### src/hw/fsp_pkg.sv
package fsp_pkg;

  // ----------------------------------------------------------------
  // clock and timing
  // ----------------------------------------------------------------
  localparam int CLK_PERIOD_NS = 10;
  // strobe low width 6.0 .. 6.8 us; aim mid range
  localparam int STB_WIDTH_NS = 6400;
  localparam int STB_CYC = STB_WIDTH_NS / CLK_PERIOD_NS;
  // pins valid 0 .. 1.5 us after the falling strobe edge
  localparam int VALID_DELAY_NS = 500;
  localparam int VALID_CYC = VALID_DELAY_NS / CLK_PERIOD_NS;
  // input sample 10.5 .. 12.5 us after new output data
  localparam int LATCH_DELAY_NS = 11500;
  localparam int LATCH_CYC = LATCH_DELAY_NS / CLK_PERIOD_NS;
  // parameter pins released 56.0 .. 64.5 us after strobe fall
  localparam int RELEASE_DELAY_NS = 60000;
  localparam int RELEASE_CYC = RELEASE_DELAY_NS / CLK_PERIOD_NS;
  // clock watchdog 100 .. 150 us
  localparam int WDOG_NS = 125000;
  localparam int WDOG_CYC = WDOG_NS / CLK_PERIOD_NS;
  localparam int CNT_W = 16;

  // ----------------------------------------------------------------
  // values
  // ----------------------------------------------------------------
  localparam int NIB_W = 4;
  localparam logic [3:0] PORT_RESET_VAL = 4'hf;
  localparam logic [2:0] IO_CODE_RELEASE = 3'h7;

  // ----------------------------------------------------------------
  // carriers
  // ----------------------------------------------------------------
  typedef struct packed {
    logic [3:0] out_n_oe;
    logic [3:0] strobe_oe_n;
  } fsp_unused_t;

  typedef struct packed {
    logic       valid;
    logic [3:0] value;
  } fsp_nib_t;

endpackage

### src/hw/fsp_sync.sv
`timescale 1ns/1ps
// two flip-flop synchroniser for pin inputs
module fsp_sync #(
  parameter int W = 4
) (
  input wire logic clk,
  input wire logic rst,
  input wire logic [W-1:0] d,
  output logic [W-1:0] q
);
  logic [W-1:0] meta_r;

  always_ff @(posedge clk)
  begin
    if (rst)
    begin
      meta_r <= '1;
      q <= '1;
    end
    else
    begin
      meta_r <= d;
      q <= meta_r;
    end
  end
endmodule // fsp_sync

### src/hw/fsp_port.sv
`timescale 1ns/1ps
// one open-drain nibble port with its update strobe
module fsp_port #(
  parameter int W = 4,
  parameter int STB = fsp_pkg::STB_CYC,
  parameter int VAL = fsp_pkg::VALID_CYC,
  parameter int LAT = fsp_pkg::LATCH_CYC,
  parameter int REL = fsp_pkg::RELEASE_CYC,
  parameter bit REL_EN = 1'b0
) (
  input wire logic clk,
  input wire logic rst,
  input wire logic wr,
  input wire logic [W-1:0] wr_data,
  input wire logic release_mode,
  input wire logic [W-1:0] pin_in_s,
  output logic [W-1:0] pin_oe_n,
  output logic strobe_oe_n,
  output logic busy,
  output fsp_pkg::fsp_nib_t sample
);
  typedef enum logic [1:0] {S_IDLE, S_LOW, S_WAIT} fsp_pst_t;

  fsp_pst_t st_r;
  logic [fsp_pkg::CNT_W-1:0] cnt_r;
  logic [W-1:0] reg_r;
  logic drive_r;
  logic pend_r;
  logic [W-1:0] pend_val_r;
  logic boot_r;

  wire start = (st_r == S_IDLE) && (pend_r || boot_r);
  wire [W-1:0] start_val = boot_r ? fsp_pkg::PORT_RESET_VAL : pend_val_r;
  wire hit_val = cnt_r == fsp_pkg::CNT_W'(VAL);
  wire hit_lat = cnt_r == fsp_pkg::CNT_W'(VAL + LAT);
  wire hit_rel = cnt_r == fsp_pkg::CNT_W'(REL);
  wire end_low = cnt_r == fsp_pkg::CNT_W'(STB - 1);
  wire [fsp_pkg::CNT_W-1:0] last = fsp_pkg::CNT_W'(REL_EN ? REL : VAL + LAT);

  assign busy = (st_r != S_IDLE) || pend_r || boot_r;

  // ----------------------------------------------------------------
  // request queue of one: no retrigger while a pulse runs
  // ----------------------------------------------------------------
  always_ff @(posedge clk)
  begin
    if (rst)
    begin
      pend_r <= 1'b0;
      pend_val_r <= '1;
      boot_r <= 1'b1;
    end
    else
    begin
      if (wr)
      begin
        pend_r <= 1'b1;
        pend_val_r <= wr_data;
      end
      else if (start && !boot_r)
        pend_r <= 1'b0;
      if (start)
        boot_r <= 1'b0;
    end
  end

  // ----------------------------------------------------------------
  // strobe, drive and sample sequence
  // ----------------------------------------------------------------
  always_ff @(posedge clk)
  begin
    if (rst)
    begin
      st_r <= S_IDLE;
      cnt_r <= '0;
      reg_r <= fsp_pkg::PORT_RESET_VAL;
      drive_r <= 1'b0;
      strobe_oe_n <= 1'b1;
      pin_oe_n <= '1;
      sample <= '0;
    end
    else
    begin
      sample.valid <= 1'b0;
      unique case (st_r)
        S_IDLE:
          if (start)
          begin
            st_r <= S_LOW;
            cnt_r <= '0;
            reg_r <= start_val;
            drive_r <= !boot_r;
            strobe_oe_n <= 1'b0;
          end
        S_LOW, S_WAIT:
        begin
          cnt_r <= cnt_r + 1'b1;
          if (end_low)
          begin
            strobe_oe_n <= 1'b1;
            st_r <= S_WAIT;
          end
          if (hit_val && drive_r)
            pin_oe_n <= reg_r;
          if (hit_lat)
          begin
            sample.valid <= 1'b1;
            sample.value <= pin_in_s;
          end
          if (REL_EN && release_mode && hit_rel)
            pin_oe_n <= '1;
          if (cnt_r == last)
            st_r <= S_IDLE;
        end
      endcase
    end
  end
endmodule // fsp_port

### src/hw/fsp_top.sv
`timescale 1ns/1ps
// What this block does
// RULE1 - parameter pins drive and sample continuously by default; the code samples them once per strobe pulse, 11.5 us after new output data
// RULE2 - io code seven releases parameter pins after each parameter write
// RULE3 - parameter value kept in register, then sent to open-drain pins
// RULE4 - parameter inputs sampled 10.5 to 12.5 us after new output data
// RULE5 - each new parameter value announced by active-low strobe pulse
// RULE6 - parameter strobe stays low 6.0 to 6.8 us
// RULE7 - parameter outputs valid within 1.5 us after strobe falls
// RULE8 - io code seven: parameter pins released 56.0 to 64.5 us after strobe
// RULE9 - data exchange disabled after reset until first parameter output; the code enables it on the first parameter write request
// RULE10 - reset loads parameter register with all ones, drivers released
// RULE11 - reset also emits one normal parameter strobe
// RULE12 - data value stored in register, then driven on open-drain data pins
// RULE13 - data inputs sampled a fixed delay after new data output
// RULE14 - each new data value announced by active-low data strobe pulse
// RULE15 - reset loads data register with all ones, drivers released
// RULE16 - reset also emits one normal data strobe
// RULE17 - data strobe pin is also watched as a reset input
// RULE18 - transmitter and receiver never enabled together
// RULE19 - clock watchdog disables transmitter after 100 to 150 us stall
// RULE20 - data strobe low 6.0 to 6.8 us, inputs taken 10.5 to 12.5 us
// RULE21 - data outputs valid within 1.5 us after data strobe falls
// RULE22 - one strobe per update, never retriggered while a pulse is active
module fsp_top (
  input wire logic clk,
  input wire logic rst,
  input wire logic parameter_write_request,
  input wire logic [3:0] param_value,
  input wire logic data_exchange_request,
  input wire logic [3:0] data_value,
  input wire logic [2:0] io_code,
  input wire logic [3:0] parameter_pins_in,
  input wire logic [3:0] data_pins_in,
  input wire logic data_update_pulse_n_in,
  input wire logic tx_request,
  input wire logic rx_request,
  input wire logic clk_alive,
  output logic [3:0] parameter_pins_oe_n,
  output logic [3:0] data_pins_oe_n,
  output logic param_update_pulse_n_oe_n,
  output logic data_update_pulse_n_oe_n,
  output logic param_sample_valid,
  output logic [3:0] param_sample,
  output logic data_sample_valid,
  output logic [3:0] data_sample,
  output logic data_exchange_enabled,
  output logic strobe_reset_req,
  output logic tx_enable,
  output logic rx_enable
);
  // ----------------------------------------------------------------
  // pin synchronisers
  // ----------------------------------------------------------------
  logic [3:0] par_in_s;
  logic [3:0] dat_in_s;
  logic [1:0] misc_s;

  fsp_sync #(.W(4)) u_sync_par (
    .clk(clk), .rst(rst), .d(parameter_pins_in), .q(par_in_s)
  );
  fsp_sync #(.W(4)) u_sync_dat (
    .clk(clk), .rst(rst), .d(data_pins_in), .q(dat_in_s)
  );
  fsp_sync #(.W(2)) u_sync_misc (
    .clk(clk), .rst(rst),
    .d({data_update_pulse_n_in, clk_alive}),
    .q(misc_s)
  );

  wire stb_pin_s = misc_s[1];
  wire alive_s = misc_s[0];

  // ----------------------------------------------------------------
  // parameter port
  // ----------------------------------------------------------------
  logic [3:0] par_oe_w;
  logic par_stb_w;
  fsp_pkg::fsp_nib_t par_smp;
  wire rel_mode = io_code == fsp_pkg::IO_CODE_RELEASE; // [RULE2]

  // [RULE1] [RULE3] [RULE4] [RULE5] [RULE6] [RULE7] [RULE8]
  // [RULE10] [RULE11] [RULE22]
  fsp_port #(.REL_EN(1'b1)) u_par (
    .clk(clk),
    .rst(rst),
    .wr(parameter_write_request),
    .wr_data(param_value),
    .release_mode(rel_mode),
    .pin_in_s(par_in_s),
    .pin_oe_n(par_oe_w),
    .strobe_oe_n(par_stb_w),
    .busy(),
    .sample(par_smp)
  );

  // ----------------------------------------------------------------
  // data port, gated until first parameter write request
  // ----------------------------------------------------------------
  logic [3:0] dat_oe_w;
  logic dat_stb_w;
  fsp_pkg::fsp_nib_t dat_smp;
  logic dx_en_r;
  wire dat_wr = data_exchange_request && dx_en_r; // [RULE9]

  // [RULE12] [RULE13] [RULE14] [RULE15] [RULE16] [RULE20] [RULE21]
  fsp_port #(.REL_EN(1'b0)) u_dat (
    .clk(clk),
    .rst(rst),
    .wr(dat_wr),
    .wr_data(data_value),
    .release_mode(1'b0),
    .pin_in_s(dat_in_s),
    .pin_oe_n(dat_oe_w),
    .strobe_oe_n(dat_stb_w),
    .busy(),
    .sample(dat_smp)
  );

  // ----------------------------------------------------------------
  // strobe pin as reset input, watchdog, line drivers
  // ----------------------------------------------------------------
  logic [fsp_pkg::CNT_W-1:0] wd_cnt_r;
  wire wd_trip = wd_cnt_r >= fsp_pkg::CNT_W'(fsp_pkg::WDOG_CYC);
  // own strobe level delayed to line up with the synchronised pin
  logic [1:0] stb_hist_r;
  // low seen on the pin while we are not pulling it means an outside reset
  wire ext_rst = !stb_pin_s && stb_hist_r[1]; // [RULE17]
  wire tx_nxt = tx_request && !wd_trip; // [RULE19]
  wire rx_nxt = rx_request && !tx_nxt; // [RULE18]

  always_ff @(posedge clk)
  begin
    if (rst)
    begin
      dx_en_r <= 1'b0;
      wd_cnt_r <= '0;
      stb_hist_r <= 2'h3;
      parameter_pins_oe_n <= '1;
      data_pins_oe_n <= '1;
      param_update_pulse_n_oe_n <= 1'b1;
      data_update_pulse_n_oe_n <= 1'b1;
      param_sample_valid <= 1'b0;
      param_sample <= '0;
      data_sample_valid <= 1'b0;
      data_sample <= '0;
      data_exchange_enabled <= 1'b0;
      strobe_reset_req <= 1'b0;
      tx_enable <= 1'b0;
      rx_enable <= 1'b0;
    end
    else
    begin
      if (parameter_write_request)
        dx_en_r <= 1'b1; // [RULE9]
      if (alive_s)
        wd_cnt_r <= '0;
      else if (!wd_trip)
        wd_cnt_r <= wd_cnt_r + 1'b1;
      parameter_pins_oe_n <= par_oe_w;
      data_pins_oe_n <= dat_oe_w;
      param_update_pulse_n_oe_n <= par_stb_w;
      data_update_pulse_n_oe_n <= dat_stb_w;
      stb_hist_r <= {stb_hist_r[0], data_update_pulse_n_oe_n}; // [RULE17]
      param_sample_valid <= par_smp.valid;
      if (par_smp.valid)
        param_sample <= par_smp.value;
      data_sample_valid <= dat_smp.valid;
      if (dat_smp.valid)
        data_sample <= dat_smp.value;
      data_exchange_enabled <= dx_en_r;
      strobe_reset_req <= ext_rst;
      tx_enable <= tx_nxt;
      rx_enable <= rx_nxt;
    end
  end
endmodule // fsp_top

### config.mk
export PLATFORM = sky130hd
export DESIGN_NAME = fsp_top
export DESIGN_NICKNAME = d
export VERILOG_FILES = /design/src/hw/fsp_pkg.sv /design/src/hw/fsp_sync.sv /design/src/hw/fsp_port.sv /design/src/hw/fsp_top.sv
export SDC_FILE = /design/constraint.sdc
export NUM_CORES = 1
export LEC_CHECK = 0
export ABC_AREA = 1
export BUFFER_PORTS_ARGS = -buffer_cell sky130_fd_sc_hd__buf_2
export CELL_PAD_IN_SITES_DETAIL_PLACEMENT = 2
export CELL_PAD_IN_SITES_GLOBAL_PLACEMENT = 2
export CORE_ASPECT_RATIO = 0.75
export CORE_MARGIN = 2
export CORE_UTILIZATION = 31
export CTS_CLUSTER_DIAMETER = 30
export DETAILED_ROUTE_END_ITERATION = 16
export GPL_TIMING_DRIVEN = 0
export PLACE_DENSITY_LB_ADDON = 0.1
export SLEW_MARGIN = 20
export SYNTH_ARGS = -nofsm -noshare
export SYNTH_HDL_FRONTEND = slang
export SYNTH_SLANG_ARGS = --single-unit
### constraint.sdc
create_clock -name clk -period 1.6 [get_ports clk]
set_input_delay 0 -clock clk [delete_from_list [all_inputs] [get_ports clk]]
set_output_delay 0 -clock clk [all_outputs]
set_load 0.01 [all_outputs]
# == Word level (Yosys, flattened, before mapping) ==
# Index checks and enable logic that the tools add are counted.
# W data, S select, Z words.
# word_totals
reg_bits,141
inputBits,27
# op_classes
bitwise_logic,2
order_cmp,1
add_sub_neg,3
mux,28
reduce_logical,38
n_eq_ne,18
# ops
op,count
$pmux W16 S2,2
$add A16 B1 Y16 const B,3
$eq A16 B10 Y1 const B,2
$eq A16 B11 Y1 const B,2
$eq A16 B6 Y1 const B,2
$mux W16,2
$reduce_and A2 Y1,10
$eq A16 B13 Y1 const B,1
$ge A16 B14 Y1 const B,1
$mux W4,4
$mux W2,6
$logic_and A1 B1 Y1,11
$mux W5,2
$reduce_or A2 Y1,5
$mux W1,8
$ne A2 B1 Y1 const B,4
$pmux W2 S2,2
$ne A3 B1 Y1 const B,2
$reduce_bool A2 Y1,3
$logic_not A1 Y1,5
$eq A2 B1 Y1 const B,2
$eq A2 B2 Y1 const B,2
$logic_not A2 Y1,2
$pmux W1 S2,2
other kinds (3),5

# == Longest topological paths before layout ==
# Gate-level depths: netlist of the first run.
# logic_depth
word_depth,5
ltp_mapped,11

# == Cells and area by module ==
# From an unflattened synthesis of the first run, not the netlist that was laid out.
# unflattened
cells_unflattened,803
area_unflattened_um2,6039.5
# modules_own_cells
module,cells_per_inst,n_inst,area_each_um2
fsp_port at u_par,260,1,1888.1
fsp_top,237,1,1815.5
fsp_port at u_dat,243,1,1771.7
fsp_sync at u_sync_dat ...,25,2,224.0
fsp_sync at u_sync_misc,13,1,116.4

# == Least setup slack after synthesis of the first run ==
# Ideal clock, no wire load.
# synth_path
kind,register -> register
startpoint,register u_par.st_r[0]
endpoint,register u_par.cnt_r[12] (netlist name)
path_buffers,1
arrival_ns,1.418
slack_ns,0.074
path_stages_with_launch,11
synth_period_minus_slack_ns,1.526
cell_sequence,dfxtp_1 -> inv_1 -> ha_1 -> buf_2 -> or2_1 -> nand2_2 -> inv_4 -> nand2_1 -> o21ai_0 -> nand2_1 -> inv_1
# synth_via
elab_chain_cells,3
word_cells_on_any_way,7
classes_between,3 x eq/ne; 1 x mux; 3 x reduce/logical
# synth_rtl
element,line_no,text
"start, declared",fsp_port.sv:24,fsp_pst_t st_r;
"start signal, assigned",fsp_port.sv:74,st_r <= S_IDLE;
"start signal, assigned",fsp_port.sv:89,st_r <= S_LOW;
"start signal, assigned",fsp_port.sv:101,st_r <= S_WAIT;
$eq A2 B1 Y1 (tied with other cells),fsp_port.sv:85,unique case (st_r)
$reduce_or A2 Y1 / $logic_and A1 B1 Y1 (equally long branches),"fsp_port.sv:85, fsp_port.sv:32",
$pmux W16 S2 / $ne A2 B1 Y1 (equally long branches),--,
"end signal, assigned",fsp_port.sv:97,cnt_r <= cnt_r + 1'b1;
"end, declared",fsp_port.sv:25,logic [fsp_pkg::CNT_W-1:0] cnt_r;
# Several ways; a longest one is shown, not always the timed one.
# A chain may end at the register's enable or synchronous reset.

# == Worst setup path in the final report of the first run ==
# layout_path
startpoint,register u_par.st_r[1]
endpoint,register u_par.st_r[1]
# layout_via
elab_chain_cells,4
word_cells_on_any_way,9
classes_between,4 x eq/ne; 1 x mux; 4 x reduce/logical
# layout_rtl
element,line_no
$eq A2 B1 Y1 (tied with other cells),fsp_port.sv:85
$reduce_or A2 Y1 / $logic_and A1 B1 Y1 (equally long branches),"fsp_port.sv:85, fsp_port.sv:32"
$ne A3 B1 Y1 (no source line) / $ne A2 B1 Y1 (equally long branches),--
$reduce_and A2 Y1 (no source line),--
# Several ways; a longest one is shown, not always the timed one.

==> key figures, run 1 <==
Status
  • Status: finished clean

Layout
  • Nets: around 920
  • Fillers: 2,065
  • Finished Layout Cells: 1,143
  • Antenna diodes: 0
  • Area Growth Syn to Fin: 35.7%
  • Share of cells above drive strength 1: 0.275

Floorplanning
  • Placement Rows: 43
  • Die X: about 160 um
  • Initial Utilization: 0.314
  • IO Count: 51
  • Die footprint: 19,600 um2
  • Die Ht: about 120 um
  • Core Area: 18,300 um2

Worst setup path
  • Setup crit end kind: flop
  • Worst reg2reg path depth: 8
  • RR Endpoint: u_par.st_r[1]$_SDFFE_PP0P_
  • Flop-to-flop setup slack: around 0.016 ns
  • Critical path type: flop to flop
  • Crit path DAT: 1.93 ns
  • Reg-to-reg critical path startpoint: u_par.st_r[1]$_SDFFE_PP0P_
  • Worst setup endpoint: u_par.st_r[1]$_SDFFE_PP0P_
  • Critical path startpoint: u_par.st_r[1]$_SDFFE_PP0P_
  • Critical Path Start Type: flop
  • Required time worst endpoint: around 2.0 ns
  • Crit path max fanout: 7

Synthesis
  • Post-synth EDFFs: 0
  • #FFs+latches synth: ~140
  • FFs w/ async S/R, synth: 0
  • Synth warn: 0
  • Area contributors post-synth: dfxtp_1 (49%), nand2_1 (9.9%), nor2_1 (8.2%), nand3_1 (5.8%), inv_1 (5.3%)
  • Post-Syn Instances: 764
  • Most common cell in the netlist: nand2_1
  • Syn_nets: between 800 and 900
  • Sequential-to-total area share from yosys stat: 0.492
  • Post-synth top area share: 0.492
  • Cell taking the most area after synthesis: dfxtp_1
  • Cell area after synthesis: 5740 um2
  • Syn Area/Cell: 7.51 um2
  • Post-synth cell types: 39
  • Most frequently used flop master after synthesis: dfxtp_1
  • Most frequent cells after synthesis: nand2_1 (152), dfxtp_1 (141), nor2_1 (126)

Global route
  • Largest net degree at the start of global routing: 17
  • Most Crowded Layer GR: met2
  • Met3 Use GR: 0.0518
  • GRT Residual Overflow: 0
  • First-pass GRT wire length: 30.6 mm
  • Number of global-route vias before repair: approximately 5,800
  • GR Util met2: 0.348
  • Initial antenna violation count: 0
  • M1 GR Usage: 0.257
  • GRT Util Overall: 0.204

CTS
  • CTS H-tree depth: 4
  • Clock latency on the worst-skew pair: 0.44 ns
  • TritonCTS clock tree: yes
  • Register clock-pin slew on the reported worst setup and hold paths: approximately 0.060 ns
  • Number of clock sinks: 141
  • CTS root buf: clkbuf_16
  • Number of CTS-inserted buffers: 17
  • Max clock buf depth: 2

Power and ir drop
  • PwrDens: roughly 1200 nW/um2
  • Worst IR Drop VDD: 508 uV
  • LEAKAGE: 0.00318 uW
  • Design Power: 9680 uW

Detailed routing
  • Drt wl/cell: 17.1 um
  • 1st-iter DRT viols: 189
  • DR pass1 iterations: 4
  • DRT Wirelength: between 15 and 20 mm
  • Routed Antenna Nets: 0
  • DRC Markers: 0
  • Vias after detailed routing: between 5,000 and 6,000
  • Vias/cell: 4.79

Timing
  • Final hold violations: 0
  • Fmax: 0.631 GHz
  • Max-slew headroom: 0.435
  • Crit share post-route: 0.990
  • Pins over their slew limit: 0
  • Worst slew pin tran: 0.847 ns
  • RSZ-0062 raised after global routing: true
  • Final Setup Violations: 0
  • Final worst path period need: 1.58 ns
  • Final Skew: 0.00558 ns

Placed design
  • IO buf count: 50
  • Placed Cells: 1,061
  • GPL Wtd Cong: 0.767
  • Dpl hpwl: 13.1 mm

Hold path
  • Type of the tightest min-delay check: primary input to flop
  • Hold path depth: 3

Run
  • Max Cap Viol: 0
[area by class of cell]
type	instances	area, um2	share of cell area
clock inverters	10	138	0.0177
flip-flops and latches	141	2850	0.365
multi-input cells	522	2880	0.370
clock buffers	21	480	0.0617
inverters	87	347	0.0445
repair buffers	101	701	0.0900
well taps	247	309	0.0397
plain buffers	14	86.3	0.0111
[report_power, final]
group          switching, uW  internal [uW]  leakage, uW
logic                   1010            696      0.00173
clock network           1580           2600     0.000301
registers                105           3690      0.00116
total                   2690           6990      0.00318
[cell usage in the layout, fill, tap and decap left out, types with 4 or more instances in the layout]
cell and count:
buf_2 50, inv_1 73, dfxtp_1 123, xor2_1 5, o22ai_1 8, a211oi_1 4
nor2_2 16, nand2_1 141, dfxtp_2 18, nand2_4 5, clkbuf_1 9, o21ai_1 8
nand3_1 54, nor3_2 4, ha_1 7, clkbuf_16 17, dlygate4sd3_1 27, nand3_4 4
nand2_2 10, clkbuf_8 4, inv_2 8, nand3_2 10, nor2_1 104, a21oi_1 33
nor3_1 13, buf_4 24, o21ai_0 19, nand4_1 9, nor2_4 10, a21oi_2 4
xnor2_1 4, or2_2 32, clkinvlp_4 4
[stage by stage]
stage	util	cell area [um2]	setup slack (ns)	TNS (ns)	hold WS [ns]
floorplan	-	5740	0.0737	0	0.104
global placement	0.344	6300	-0.214	-3.12	0.185
detailed placement	0.344	6300	-0.361	-7.01	0.191
CTS	0.407	7440	-0.0118	-0.0272	0.173
global route	0.426	7790	-0.108	-0.582	0.206
finish	0.426	7790	0.0160	0	0.167
[worst min path at each step]
| stage | start | end | slack [ns] |
|---|---|---|---|
| finish | rst | u_par.drive_r$_SDFFE_PP0P_ | 0.17 |
| global route | io_code[0] | u_par.pin_oe_n[3]$_SDFFE_PP1P_ | 0.21 |
| CTS | rst | u_par.cnt_r[8]$_SDFFE_PP0P_ | 0.17 |
| detailed placement | data_update_pulse_n_in | u_sync_misc.meta_r[1]$_SDFF_PP1_ | 0.19 |
| global placement | parameter_pins_in[0] | u_sync_par.meta_r[0]$_SDFF_PP1_ | 0.18 |
| floorplan | data_pins_in[0] | u_sync_dat.meta_r[0]$_SDFF_PP1_ | 0.10 |
[cell families after synthesis]
family	share of synthesized area
AO/OA/AOI/OAI	0.0813
XOR/XNOR	0.0137
adder cells (fa/ha/maj)	0.0218
buffers and inverters	0.0700
flip-flops	0.492
AND/OR/NAND/NOR	0.321
[state kept, by name (all words and copies together), names as in the netlist, 5 cells and up]
name          count
u_dat.cnt_r      16
u_par.cnt_r      16
wd_cnt_r         16
u_dat.sample      5
u_par.sample      5
[what timing repair did]
item	in CTS	in global routing
gates resized for setup	47	81
endpoints found under the setup margin	61	63
hold buffers	27	0
setup buffers	10	14
hold endpoints to repair	25	0
pin swaps	8	21
[metal layers]
layer / wire, um / up-vias
met5: 0 / -
met4: 283 / 0
met3: 613 / 24
met2: 9530 / 69
met1: 9100 / 2687
li1: - / 2694
[worst max-delay path, stage by stage, from the launching register on]
cell and delay [ns]:
dfxtp_2 0.32, inv_1 0.09, ha_4 0.17, nand3_4 0.15, buf_4 0.17, buf_4 0.12
nand4_1 0.15, nand3_1 0.16, a21oi_2 0.17
Power figures use the tool's default switching activity.
==> inputs of run 2 (changes only) <==
--- a/config.mk
+++ b/config.mk
@@ -11,7 +11,8 @@
 export CELL_PAD_IN_SITES_GLOBAL_PLACEMENT = 2
 export CORE_ASPECT_RATIO = 0.75
 export CORE_MARGIN = 2
-export CORE_UTILIZATION = 31
+export CORE_UTILIZATION = 32
+export CTS_BUF_LIST = sky130_fd_sc_hd__clkbuf_8
 export CTS_CLUSTER_DIAMETER = 30
 export DETAILED_ROUTE_END_ITERATION = 16
 export GPL_TIMING_DRIVEN = 0
==> run 2 against run 1 <==
  * Total power shrank 16%
  * Flip-flop and latch count is the same
  * Count of clock-buffer cells in the layout shrank 4
  * Register-to-register slack gained 0.03 ns
  * Fmax grew 1.9%
  * Worst setup slack gained 0.030 ns
  * Global-route usage is essentially flat
  * Cell count shrank 1.6%
  * Clock power shrank 33%
==> key figures, run 2 (synthesized netlist as in run 1, its figures left out) <==
Status
  • Status: finished clean

Detailed routing
  • DRC Markers: 0
  • Vias after detailed routing: 5,372
  • 1st-iter DRT viols: ~190
  • Vias/cell: 4.78
  • DRT Wirelength: 18.6 mm
  • Routed Antenna Nets: 0
  • DR pass1 iterations: 5
  • Drt wl/cell: between 15 and 20 um

Layout
  • Share of cells above drive strength 1: 0.263
  • Largest registers: u_dat.cnt_r: 16 flops, u_par.cnt_r: 16 flops, wd_cnt_r: 16 flops
  • Nets: 908
  • Antenna diodes: 0
  • Final instance area: 7400 um2
  • Most frequent cells in the layout: nand2_1 (143), dfxtp_1 (116), nor2_1 (104)
  • Area Growth Syn to Fin: 29.0%
  • Commonest non-fill, non-tap cell in the layout: nand2_1
  • Final Core Density: 0.421

CTS
  • CTS H-tree depth: 4
  • TritonCTS clock tree: yes
  • Clock latency on the worst-skew pair: 0.46 ns
  • Number of CTS-inserted buffers: 17
  • Max clock buf depth: 2
  • Number of clock sinks: roughly 140
  • Register clock-pin slew on the reported worst setup and hold paths: approximately 0.080 ns
  • CTS root buf: clkbuf_8

Timing
  • Pins over their slew limit: 0
  • Worst slew pin tran: 0.730 ns
  • Hold Worst Slack: 0.156 ns
  • RSZ-0062 raised after global routing: true
  • Final Skew: 0.0145 ns
  • Fmax: 0.643 GHz
  • Max-slew headroom: 0.514
  • Crit share post-route: 0.971
  • Final worst path period need: 1.55 ns
  • Final Setup Violations: 0
  • Final hold violations: 0

Global route
  • First-pass GRT wire length: 30.0 mm
  • GRT Util Overall: 0.204
  • Largest net degree at the start of global routing: 17
  • Number of global-route vias before repair: 5,809
  • GRT Residual Overflow: 0
  • Initial antenna violation count: 0

Worst setup path
  • Required time worst endpoint: roughly 2 ns
  • Crit path DAT: 1.92 ns
  • CP Cell Sequence: inv_1 > ha_4 > nand3_4 > inv_4 > or2_4 > nand2_8 > inv_8 > nand2_1 > o21ai_1 > nand2_1 > inv_1
  • Critical path type: flop to flop
  • CP peak stage delay: 0.34 ns
  • Critical path startpoint: u_par.st_r[1]$_SDFFE_PP0P_
  • CP delay by family, top: simple AND/OR/NAND/NOR gates
  • Setup crit end kind: flop
  • Critical path buffers and inverters: 4
  • Slowest cell on crit path: dfxtp_2
  • Crit path max fanout: 10
  • Reg-to-reg critical path startpoint: u_par.st_r[1]$_SDFFE_PP0P_
  • Critical Path Start Type: flop

Floorplanning
  • Die Ht: approximately 120 um
  • Initial Utilization: 0.326
  • IO Count: 51
  • Die footprint: approximately 19,000 um2
  • Die X: about 160 um
  • Core Area: 17,600 um2
  • Placement Rows: 42

Run
  • Max Cap Viol: 0

Placed design
  • Dpl hpwl: 13.2 mm
  • GPL Wtd Cong: roughly 0.78
  • IO buf count: 50
  • Post-DP Area: 6290 um2

Hold path
  • Type of the tightest min-delay check: primary input to flop
  • Hold Crit Start: rst

Power and ir drop
  • Worst IR Drop VDD: 458 uV
  • LEAKAGE: 0.00304 uW
  • PwrDens: between 1000 and 1500 nW/um2
==> run 2: cell count changes in the layout (fill, tap and decap cells not counted), sizes merged <==
cell,change
bufinv,-1
buf,-13
clkinvlp,-2
clkbuf,-4
inv,+3
clkinv,+4
==> run 2: worst min-delay path, cell delays in order <==
cell,delay (ns)
buf_2,0.12
inv_1,0.15
nand2_8,0.15
inv_8,0.06
nand2_1,0.06
nor2_1,0.03
==> run 2: what timing repair did <==
item	CTS	global route
pin swaps	5	17
hold buffers	27	0
endpoints found under the hold margin	27	0
endpoints found under the setup margin	52	70
gates cloned	0	0
setup buffers	5	7
resized for setup	35	84
==> run 2: where the power goes <==
group          total [uW]  switching [uW]  internal [uW]
Clock                2790            1440           1350
Sequential           3800             111           3690
Combinational        1570             961            606
==> run 2: worst paths after layout <==
path,cells past startpoint,slack [ns],to
setup reg to reg,11,0.05,u_par.cnt_r[12]$_SDFFE_PP0P_
setup / recovery,11,0.05,u_par.cnt_r[12]$_SDFFE_PP0P_
hold / removal,6,0.16,u_par.cnt_r[15]$_SDFFE_PP0P_
hold reg to reg,1,0.39,strobe_reset_req$_SDFF_PP0_
==> run 2: final cells by class <==
class | instances | area [um2]
plain buffers | 13 | 71.3
clock buffers | 17 | 234
fillers | 2053 | 10200
flip-flops and latches | 141 | 2860
clock inverters | 14 | 131
repair buffers | 89 | 623
well taps | 242 | 303
inverters | 87 | 343
multi-input cells | 522 | 2840
==> run 2: routing by layer <==
| metal | wire length [um] | GRT usage | vias up | part of all wire |
|---|---|---|---|---|
| met3 | 480 | 0.0441 | 10 | 0.026 |
| met4 | 137 | 0.0552 | 0 | 0.0074 |
| met1 | 9050 | 0.268 | 2645 | 0.49 |
| li1 | - | - | 2651 | - |
| met5 | 0 | 0 | - | 0 |
| met2 | 8950 | 0.338 | 66 | 0.48 |
==> run 2: metrics by stage <==
stage | std cells | setup TNS, ns | worst slack, ns | total power [uW]
detailed placement | 1056 | -5.77 | -0.271 | 4940
global placement | 1056 | -2.37 | -0.199 | 4850
floorplan | 764 | 0 | 0.0737 | 4540
CTS | 1118 | -0.00533 | -0.00533 | 8090
finish | 1125 | 0 | 0.0459 | 8160
global route | 1125 | -0.227 | -0.0559 | 8580
